### src/shared/rrs_pkg.sv
// Package: opcodes, widths and timing for the return/rotate/subtract unit
package rrs_pkg;
	localparam int DATA_W = 8;
	localparam int PC_W = 10;
	localparam int DEPTH_W = 3;
	// Operation select codes
	typedef enum logic [2:0] {
		RRS_OP_NONE = 3'b000,
		RRS_OP_RETURN_FROM_SUBROUTINE = 3'b001,
		RRS_OP_RETURN_WITH_LITERAL = 3'b010,
		RRS_OP_ROTATE_LEFT = 3'b011,
		RRS_OP_ROTATE_RIGHT = 3'b100,
		RRS_OP_SUBTRACT_WITH_BORROW = 3'b101
	} rrs_op_t;
	// Destination select values
	localparam logic DEST_WORKING = 1'b0;
	localparam logic DEST_FILE = 1'b1;
	// Instruction cycle counts
	localparam logic [1:0] RETURN_CYCLES = 2'h2;
	localparam logic [1:0] ALU_CYCLES = 2'h1;
	// Half-carry comes out of the low nibble
	localparam int NIBBLE_W = 4;
	// Reset values
	localparam logic [7:0] WORK_RESET = 8'h00;
	localparam logic CARRY_RESET = 1'b0;
endpackage

### src/hw/rrs_alu.sv
// Combinational rotate and subtract-with-borrow datapath
`timescale 1ns/1ps
`default_nettype none
module rrs_alu
	import rrs_pkg::*;
(
	// Operation and operands
	input wire rrs_op_t op_i,
	input wire logic [DATA_W-1:0] src_i,
	input wire logic [DATA_W-1:0] work_i,
	input wire logic carry_i,
	// Results
	output logic [DATA_W-1:0] res_o,
	output logic carry_o,
	output logic half_o,
	output logic zero_o
);
	logic [DATA_W:0] sum;
	logic [NIBBLE_W:0] low_sum;

	always_comb begin
		sum = {1'b0, src_i} + {1'b0, ~work_i} + {{DATA_W{1'b0}}, carry_i};
		low_sum = {1'b0, src_i[NIBBLE_W-1:0]} + {1'b0, ~work_i[NIBBLE_W-1:0]}
			+ {{NIBBLE_W{1'b0}}, carry_i};
		res_o = src_i;
		carry_o = carry_i;
		half_o = low_sum[NIBBLE_W];
		unique case (op_i)
			RRS_OP_ROTATE_LEFT: begin
				res_o = {src_i[DATA_W-2:0], carry_i};
				carry_o = src_i[DATA_W-1];
			end
			RRS_OP_ROTATE_RIGHT: begin
				res_o = {carry_i, src_i[DATA_W-1:1]};
				carry_o = src_i[0];
			end
			RRS_OP_SUBTRACT_WITH_BORROW: begin
				res_o = sum[DATA_W-1:0];
				carry_o = sum[DATA_W];
			end
			default: begin
				res_o = src_i;
				carry_o = carry_i;
			end
		endcase
		zero_o = (res_o == '0);
	end
endmodule
`default_nettype wire

### src/hw/rrs_exec.sv
// Execution unit for return, rotate-through-carry and subtract-with-borrow
//
// Function
// - Return reloads PC, pops stack, two cycles
// - Rotate left: carry in bit 0, bit 7 out
// - Destination bit picks working or file register
// - Rotate left changes only carry, one cycle
// - Rotate right: carry in bit 7, bit 0 out
// - Rotate right changes only carry, one cycle
// - Subtract: file plus inverted working plus carry
// - Literal return loads working, sets irq enable
`timescale 1ns/1ps
`default_nettype none
module rrs_exec
	import rrs_pkg::*;
(
	// Clock and reset
	input wire logic mclk_i,
	input wire logic rst_i,
	// Instruction issue, taken when busy_o is low
	input wire logic start_i,
	input wire rrs_op_t op_i,
	input wire logic dest_sel_i,
	input wire logic [DATA_W-1:0] file_data_i,
	input wire logic [DATA_W-1:0] literal_i,
	// Stack top and depth from the stack block
	input wire logic [PC_W-1:0] stack_top_i,
	input wire logic [DEPTH_W-1:0] stack_depth_i,
	// Flags in from the status register
	input wire logic carry_i,
	input wire logic half_carry_flag_i,
	input wire logic zero_i,
	// Architectural results
	output logic [DATA_W-1:0] working_register_o,
	output logic [DATA_W-1:0] file_wdata_o,
	output logic file_we_o,
	output logic carry_o,
	output logic half_carry_flag_o,
	output logic zero_o,
	output logic flags_we_o,
	output logic [PC_W-1:0] pc_o,
	output logic pc_load_o,
	output logic stack_pop_o,
	output logic [DEPTH_W-1:0] stack_depth_o,
	output logic global_irq_enable_o,
	output logic busy_o,
	output logic done_o
);
	typedef struct packed {
		logic [DATA_W-1:0] work;
		logic [DATA_W-1:0] fwd;
		logic fwe;
		logic c;
		logic dc;
		logic z;
		logic fwe_flags;
		logic [PC_W-1:0] pc;
		logic pc_load;
		logic pop;
		logic [DEPTH_W-1:0] depth;
		logic global_irq_enable;
		logic [1:0] left;
		logic busy;
		logic done;
	} rrs_state_t;

	rrs_state_t s_q, s_d;
	logic [DATA_W-1:0] alu_res;
	logic alu_c, alu_dc, alu_z;
	logic take;

	rrs_alu u_alu (
		.op_i(op_i),
		.src_i(file_data_i),
		.work_i(s_q.work),
		.carry_i(carry_i),
		.res_o(alu_res),
		.carry_o(alu_c),
		.half_o(alu_dc),
		.zero_o(alu_z)
	);

	// ---------------------------------------------------------------
	// Next state
	// ---------------------------------------------------------------
	always_comb begin
		s_d = s_q;
		take = start_i && (s_q.left == 2'h0);
		s_d.fwe = 1'b0;
		s_d.fwe_flags = 1'b0;
		s_d.pc_load = 1'b0;
		s_d.pop = 1'b0;
		s_d.done = 1'b0;
		// Flags pass through untouched unless written below
		s_d.c = carry_i;
		s_d.dc = half_carry_flag_i;
		s_d.z = zero_i;
		if (s_q.left != 2'h0) begin
			s_d.left = s_q.left - 2'h1;
			s_d.done = (s_q.left == 2'h1);
		end
		if (take) begin
			unique case (op_i)
				RRS_OP_RETURN_FROM_SUBROUTINE,
				RRS_OP_RETURN_WITH_LITERAL: begin
					s_d.pc = stack_top_i;
					s_d.pc_load = 1'b1;
					s_d.pop = 1'b1;
					// Depth saturates so an empty pop cannot wrap
					s_d.depth = (stack_depth_i == '0) ? '0
						: stack_depth_i - DEPTH_W'(1);
					s_d.left = RETURN_CYCLES - 2'h1;
					if (op_i == RRS_OP_RETURN_WITH_LITERAL) begin
						s_d.work = literal_i;
						s_d.global_irq_enable = 1'b1;
					end
				end
				RRS_OP_ROTATE_LEFT,
				RRS_OP_ROTATE_RIGHT,
				RRS_OP_SUBTRACT_WITH_BORROW: begin
					s_d.c = alu_c;
					s_d.fwe_flags = 1'b1;
					if (op_i == RRS_OP_SUBTRACT_WITH_BORROW) begin
						s_d.dc = alu_dc;
						s_d.z = alu_z;
					end
					if (dest_sel_i == DEST_FILE) begin
						s_d.fwd = alu_res;
						s_d.fwe = 1'b1;
					end else begin
						s_d.work = alu_res;
					end
					s_d.left = ALU_CYCLES - 2'h1;
					s_d.done = 1'b1;
				end
				default: s_d.done = 1'b1;
			endcase
		end
		// Kept as its own bit so busy_o leaves a flop directly
		s_d.busy = (s_d.left != 2'h0);
	end

	always_ff @(posedge mclk_i) begin
		if (rst_i) begin
			s_q <= '0;
			s_q.work <= WORK_RESET;
			s_q.c <= CARRY_RESET;
		end else begin
			s_q <= s_d;
		end
	end

	// ---------------------------------------------------------------
	// Outputs
	// ---------------------------------------------------------------
	always_comb begin
		working_register_o = s_q.work;
		file_wdata_o = s_q.fwd;
		file_we_o = s_q.fwe;
		carry_o = s_q.c;
		half_carry_flag_o = s_q.dc;
		zero_o = s_q.z;
		flags_we_o = s_q.fwe_flags;
		pc_o = s_q.pc;
		pc_load_o = s_q.pc_load;
		stack_pop_o = s_q.pop;
		stack_depth_o = s_q.depth;
		global_irq_enable_o = s_q.global_irq_enable;
		busy_o = s_q.busy;
		done_o = s_q.done;
	end

	// ---------------------------------------------------------------
	// Checks
	// ---------------------------------------------------------------
	ret_busy_a: assert property (
		@(posedge mclk_i) disable iff (rst_i)
		take && op_i == RRS_OP_RETURN_FROM_SUBROUTINE
		|=> busy_o ##1 (!busy_o && done_o))
		else $error("return not two cycles");
	ret_pc_a: assert property (
		@(posedge mclk_i) disable iff (rst_i)
		take && op_i == RRS_OP_RETURN_FROM_SUBROUTINE
		|=> pc_load_o && stack_pop_o && pc_o == $past(stack_top_i)
		&& !flags_we_o)
		else $error("return pc reload wrong");
	rol_res_a: assert property (
		@(posedge mclk_i) disable iff (rst_i)
		take && op_i == RRS_OP_ROTATE_LEFT && dest_sel_i == DEST_WORKING
		|=> working_register_o == {$past(file_data_i[6:0]), $past(carry_i)}
		&& carry_o == $past(file_data_i[7]))
		else $error("rotate left result wrong");
	dest_file_a: assert property (
		@(posedge mclk_i) disable iff (rst_i)
		take && op_i != RRS_OP_NONE && op_i != RRS_OP_RETURN_FROM_SUBROUTINE
		&& op_i != RRS_OP_RETURN_WITH_LITERAL && dest_sel_i == DEST_FILE
		|=> file_we_o && $stable(working_register_o))
		else $error("file destination not written");
	rol_flags_a: assert property (
		@(posedge mclk_i) disable iff (rst_i)
		take && op_i == RRS_OP_ROTATE_LEFT
		|=> !busy_o && half_carry_flag_o == $past(half_carry_flag_i)
		&& zero_o == $past(zero_i))
		else $error("rotate left touched other flags");
	ror_res_a: assert property (
		@(posedge mclk_i) disable iff (rst_i)
		take && op_i == RRS_OP_ROTATE_RIGHT && dest_sel_i == DEST_FILE
		|=> file_wdata_o == {$past(carry_i), $past(file_data_i[7:1])}
		&& carry_o == $past(file_data_i[0]))
		else $error("rotate right result wrong");
	ror_flags_a: assert property (
		@(posedge mclk_i) disable iff (rst_i)
		take && op_i == RRS_OP_ROTATE_RIGHT
		|=> !busy_o && zero_o == $past(zero_i))
		else $error("rotate right touched other flags");
	sub_res_a: assert property (
		@(posedge mclk_i) disable iff (rst_i)
		take && op_i == RRS_OP_SUBTRACT_WITH_BORROW
		&& dest_sel_i == DEST_WORKING
		|=> {carry_o, working_register_o} == 9'($past(file_data_i))
		+ 9'($past(~s_q.work)) + 9'($past(carry_i)) && !busy_o)
		else $error("subtract result wrong");
	sub_zero_a: assert property (
		@(posedge mclk_i) disable iff (rst_i)
		$past(take) && $past(op_i) == RRS_OP_SUBTRACT_WITH_BORROW
		|-> zero_o == ((file_we_o ? file_wdata_o : working_register_o)
		== 8'h00))
		else $error("subtract zero flag wrong");
	lit_ret_a: assert property (
		@(posedge mclk_i) disable iff (rst_i)
		take && op_i == RRS_OP_RETURN_WITH_LITERAL
		|=> working_register_o == $past(literal_i) && global_irq_enable_o
		&& busy_o ##1 !busy_o)
		else $error("literal return wrong");

	cov_ret_c: cover property (@(posedge mclk_i) disable iff (rst_i)
		take && op_i == RRS_OP_RETURN_FROM_SUBROUTINE);
	cov_rol_c: cover property (@(posedge mclk_i) disable iff (rst_i)
		take && op_i == RRS_OP_ROTATE_LEFT && dest_sel_i == DEST_FILE);
	cov_sub_c: cover property (@(posedge mclk_i) disable iff (rst_i)
		take && op_i == RRS_OP_SUBTRACT_WITH_BORROW ##1 zero_o);
	cov_retl_c: cover property (@(posedge mclk_i) disable iff (rst_i)
		take && op_i == RRS_OP_RETURN_WITH_LITERAL);
endmodule
`default_nettype wire

### config.mk
export PLATFORM = sky130hd
export DESIGN_NAME = rrs_exec
export DESIGN_NICKNAME = d
export VERILOG_FILES = /design/src/shared/rrs_pkg.sv /design/src/hw/rrs_alu.sv /design/src/hw/rrs_exec.sv
export SDC_FILE = /design/constraint.sdc
export NUM_CORES = 1
export LEC_CHECK = 0
export BUFFER_PORTS_ARGS = -buffer_cell sky130_fd_sc_hd__buf_2
export CELL_PAD_IN_SITES_DETAIL_PLACEMENT = 1
export CELL_PAD_IN_SITES_GLOBAL_PLACEMENT = 1
export CORE_MARGIN = 1
export CORE_UTILIZATION = 39
export CTS_BUF_LIST = sky130_fd_sc_hd__clkbuf_8
export DETAILED_ROUTE_END_ITERATION = 8
export PLACE_DENSITY = 0.84
export SETUP_SLACK_MARGIN = 0.2
export SLEW_MARGIN = 40
export SYNTH_ARGS = -nofsm -noshare
export SYNTH_HDL_FRONTEND = slang
export SYNTH_SLANG_ARGS = --single-unit
### constraint.sdc
create_clock -name mclk_i -period 3.05 [get_ports mclk_i]
set_input_delay 0.61 -clock mclk_i [delete_from_list [all_inputs] [get_ports mclk_i]]
set_output_delay 0.61 -clock mclk_i [all_outputs]
set_load 0.01 [all_outputs]
==> results.md <==
* First-pass GRT wire length at 9850 um
* Crit path arrival time at 2.86 ns
* Final nets at 372
* VDD IR-drop max at 0.000245 V
* DP Cell Count at 389
* Avg WL per Cell at 15.7 um
* Sequential area share after synthesis at 32.8%
* Critical path type: input pin to flip-flop
* Largest net degree at the start of global routing at 25
* Synth area leaders: dfxtp_1 33%, buf_4 10%, nor2_1 6.3%
* Total number of vias at 2092
* Total number of H-tree levels at 2
* Floorplan row count at 28
* Number of synthesized flops with an enable pin at 0
* Clock Sinks at 40
* HPWL after detailed placement at 4770 um
* Hold Crit Start: s_q[2]
* Vias per cell at 5.26
* Final Slew Violations at 0
* Top cell type's share of synthesized area at 32.8%
* # DRC at 0
* Vias in the first global route at 2084
* Post-synthesis cell area at 2440 um^2
* Crit share post-route at 86.1%
* Layout area overhead at 11.6%
* Reg-to-reg critical path startpoint: working_register_o[0]
* Post-CTS Hold Buffers at 0
* Async SR Flop Fraction at 0%
* Final Critical Period at 2.63 ns
* Tot GR Track Use at 19.6%
* Pre-antenna DRT Iters at 4
* DIE AREA at 6590 um^2
* Initial antenna violation count at 0
* Synth warn at 0
* RSZ-0062 raised after global routing: no
* Syn_area_per_cell at 8.79 um^2
* Relative slew margins at 58.2%
* Status: complete, no violations
* Total of max-cap violations at 0
* CTS root buf: clkbuf_8
* Final hold violations at 0
* Fmax at 381 MHz
* CTS resizes at 0
* FF-to-FF End: zero_o
* Starting Density at 40.8%
* Crit end category: flip-flop
* Gp weighted congestion at 0.873
* Critical path peak fanout at 3
* Hold path cells at 2
* Die width at 81.2 um
* Worst-case clock buffer depth at 2
* Post-synthesis register bit count at 40
* Total CTS buffers at 5
* Worst Max-Slew Pin Slew at 0.627 ns
* Gate count of the mapped netlist at 278
* Critical path startpoint category: input pin
* Core footprint at 5990 um^2
* CP Data Required Time at 3.29 ns
* Final instance area at 2730 um^2
* Syn nets at 328
* WHS Endpoint: s_q[3]
* Grt ovf at 0
* Main synth FF type: dfxtp_1
* Final setup violation count at 0
* Power Density at 477 nW/um^2
* Footprint of the multi-input gates at 1250 um^2
* Routed Antenna Nets at 0
* Worst r2r path cells at 10
* Reg2reg setup slack at 0.61 ns
* HP Class: flip-flop to flip-flop
* Finished Layout Cells at 398
* Antenna cells at 0
* Synth area leader: dfxtp_1
* Clock transition at path regs at 0.09 ns
* Top-Level Pins at 78
* Clk_lat worst skew at 0.30 ns
* Yosys cell types at 57
* Register Area at 801 um^2
* Fillers at 744
* Leak pwr at 1.29 nW
* Clock skew at 0.00874 ns
* TritonCTS clock tree: done
* Fin Setup TNS at 0 ns
* Starting DRT DRC Count at 85
* IO buf count at 77
* Routed wire length at 6260 um
* Post-Place Cell Area at 2610 um^2
* Layout cell share with drive strength beyond 1 at 32.8%
* Die Span Y at 81.2 um
[report_power, final]
part	leakage [nW]	internal, mW	switching [mW]
registers	0.326	0.547	0.0136
logic	0.905	0.121	0.170
clock network	0.0548	0.247	0.203
total	1.29	0.914	0.386
[area by class of cell]
type / count / share of cell area [%]
Multi-Input combinational cell: 179 / 45.7
Tap cell: 75 / 3.44
Timing Repair Buffer: 81 / 15.2
Clock buffer: 5 / 2.52
Inverter: 15 / 2.06
Sequential cell: 40 / 29.4
Clock inverter: 3 / 1.70
[registers in the layout, summed over array words and instances (netlist names)]
signal / count
busy_o: 1
carry_o: 1
done_o: 1
file_wdata_o: 8
file_we_o: 1
flags_we_o: 1
global_irq_enable_o: 1
half_carry_flag_o: 1
pc_load_o: 1
pc_o: 10
s_q: 2
stack_depth_o: 3
working_register_o: 8
zero_o: 1
[stage by stage]
| step | hold WS [ns] | util, % | setup slack, ns | total power, mW |
|---|---|---|---|---|
| floorplan | 0.435 | - | 0.492 | 0.790 |
| CTS | 0.485 | 45.4 | 0.362 | 1.31 |
| detailed placement | 0.465 | 43.5 | 0.0597 | 0.857 |
| global placement | 0.446 | 43.5 | 0.212 | 0.847 |
| finish | 0.476 | 45.5 | 0.423 | 1.30 |
| global route | 0.505 | 45.5 | 0.199 | 1.37 |
[worst max-delay path by stage]
stage / start / endpoint / slack (ns) / cells past startpoint
after CTS: file_data_i[0] / zero_o / 0.36 / 11
final: file_data_i[0] / zero_o / 0.42 / 12
after floorplan: file_data_i[0] / zero_o / 0.49 / 10
after global routing: file_data_i[0] / zero_o / 0.20 / 12
after global placement: file_data_i[0] / zero_o / 0.21 / 11
after detailed placement: file_data_i[0] / zero_o / 0.06 / 11
[cell families (layout without fill, tap and decap cells)]
group,count (synthesis),after routing,synth area share [%]
buf+inv,59,104,16.3
compound gates,56,56,16.9
simple gates,92,92,19.9
fa+ha+maj,11,11,6.24
xor+xnor,7,7,2.51
flops,40,40,32.8
mux,13,13,5.37
[what timing repair did]
action	CTS	global route
endpoints found under the hold margin	0	0
endpoints found under the setup margin	0	3
setup buffers	0	1
[layer usage]
| metal | GRT usage (%) | vias up | part of all wire [%] |
|---|---|---|---|
| li1 | - | 1023 | - |
| met1 | 24.1 | 996 | 43 |
| met2 | 34.4 | 65 | 50 |
| met3 | 3.15 | 8 | 4.9 |
| met4 | 6.79 | 0 | 1.8 |
| met5 | 0 | - | 0 |
[layout by cell type (no fill, tap or decap), types with 7 or more instances in the layout]
master    netlist  routed
buf_2           2      77
nor2_1         41      41
dfxtp_1        40      40
inv_1          15      15
a21oi_1        15      15
nand2_1        14      14
mux2i_1        12      12
a311oi_1        9       9
ha_1            9       9
a211oi_1        7       7
[synthesized netlist by cell type (2+ instances only)]
cell type,count
nand2_1,14
a31oi_1,4
nor3_1,5
ha_1,9
inv_1,15
mux2i_1,12
buf_6,4
clkbuf_8,2
buf_4,33
nor2b_1,5
nor2_4,2
a211oi_2,2
a222oi_1,2
xor2_1,4
nor2_1,41
a211oi_1,7
nand3b_1,2
nor2_2,2
xnor2_1,3
fa_1,2
a21oi_1,15
and3b_1,2
a311oi_1,9
clkbuf_1,3
nand2b_1,3
nand2_2,2
buf_2,2
a22oi_1,4
dfxtp_1,40
[critical path, stage by stage]
cell and delay (ns):
buf_2 0.11, inv_1 0.06, fa_1 0.44, inv_1 0.08, fa_1 0.22, a211oi_2 0.09
o31ai_1 0.40, xor2_1 0.12, a222oi_1 0.31, buf_4 0.19, nand4_1 0.09, o21ai_1 0.14
No activity file was read; power rests on OpenSTA's default activity.
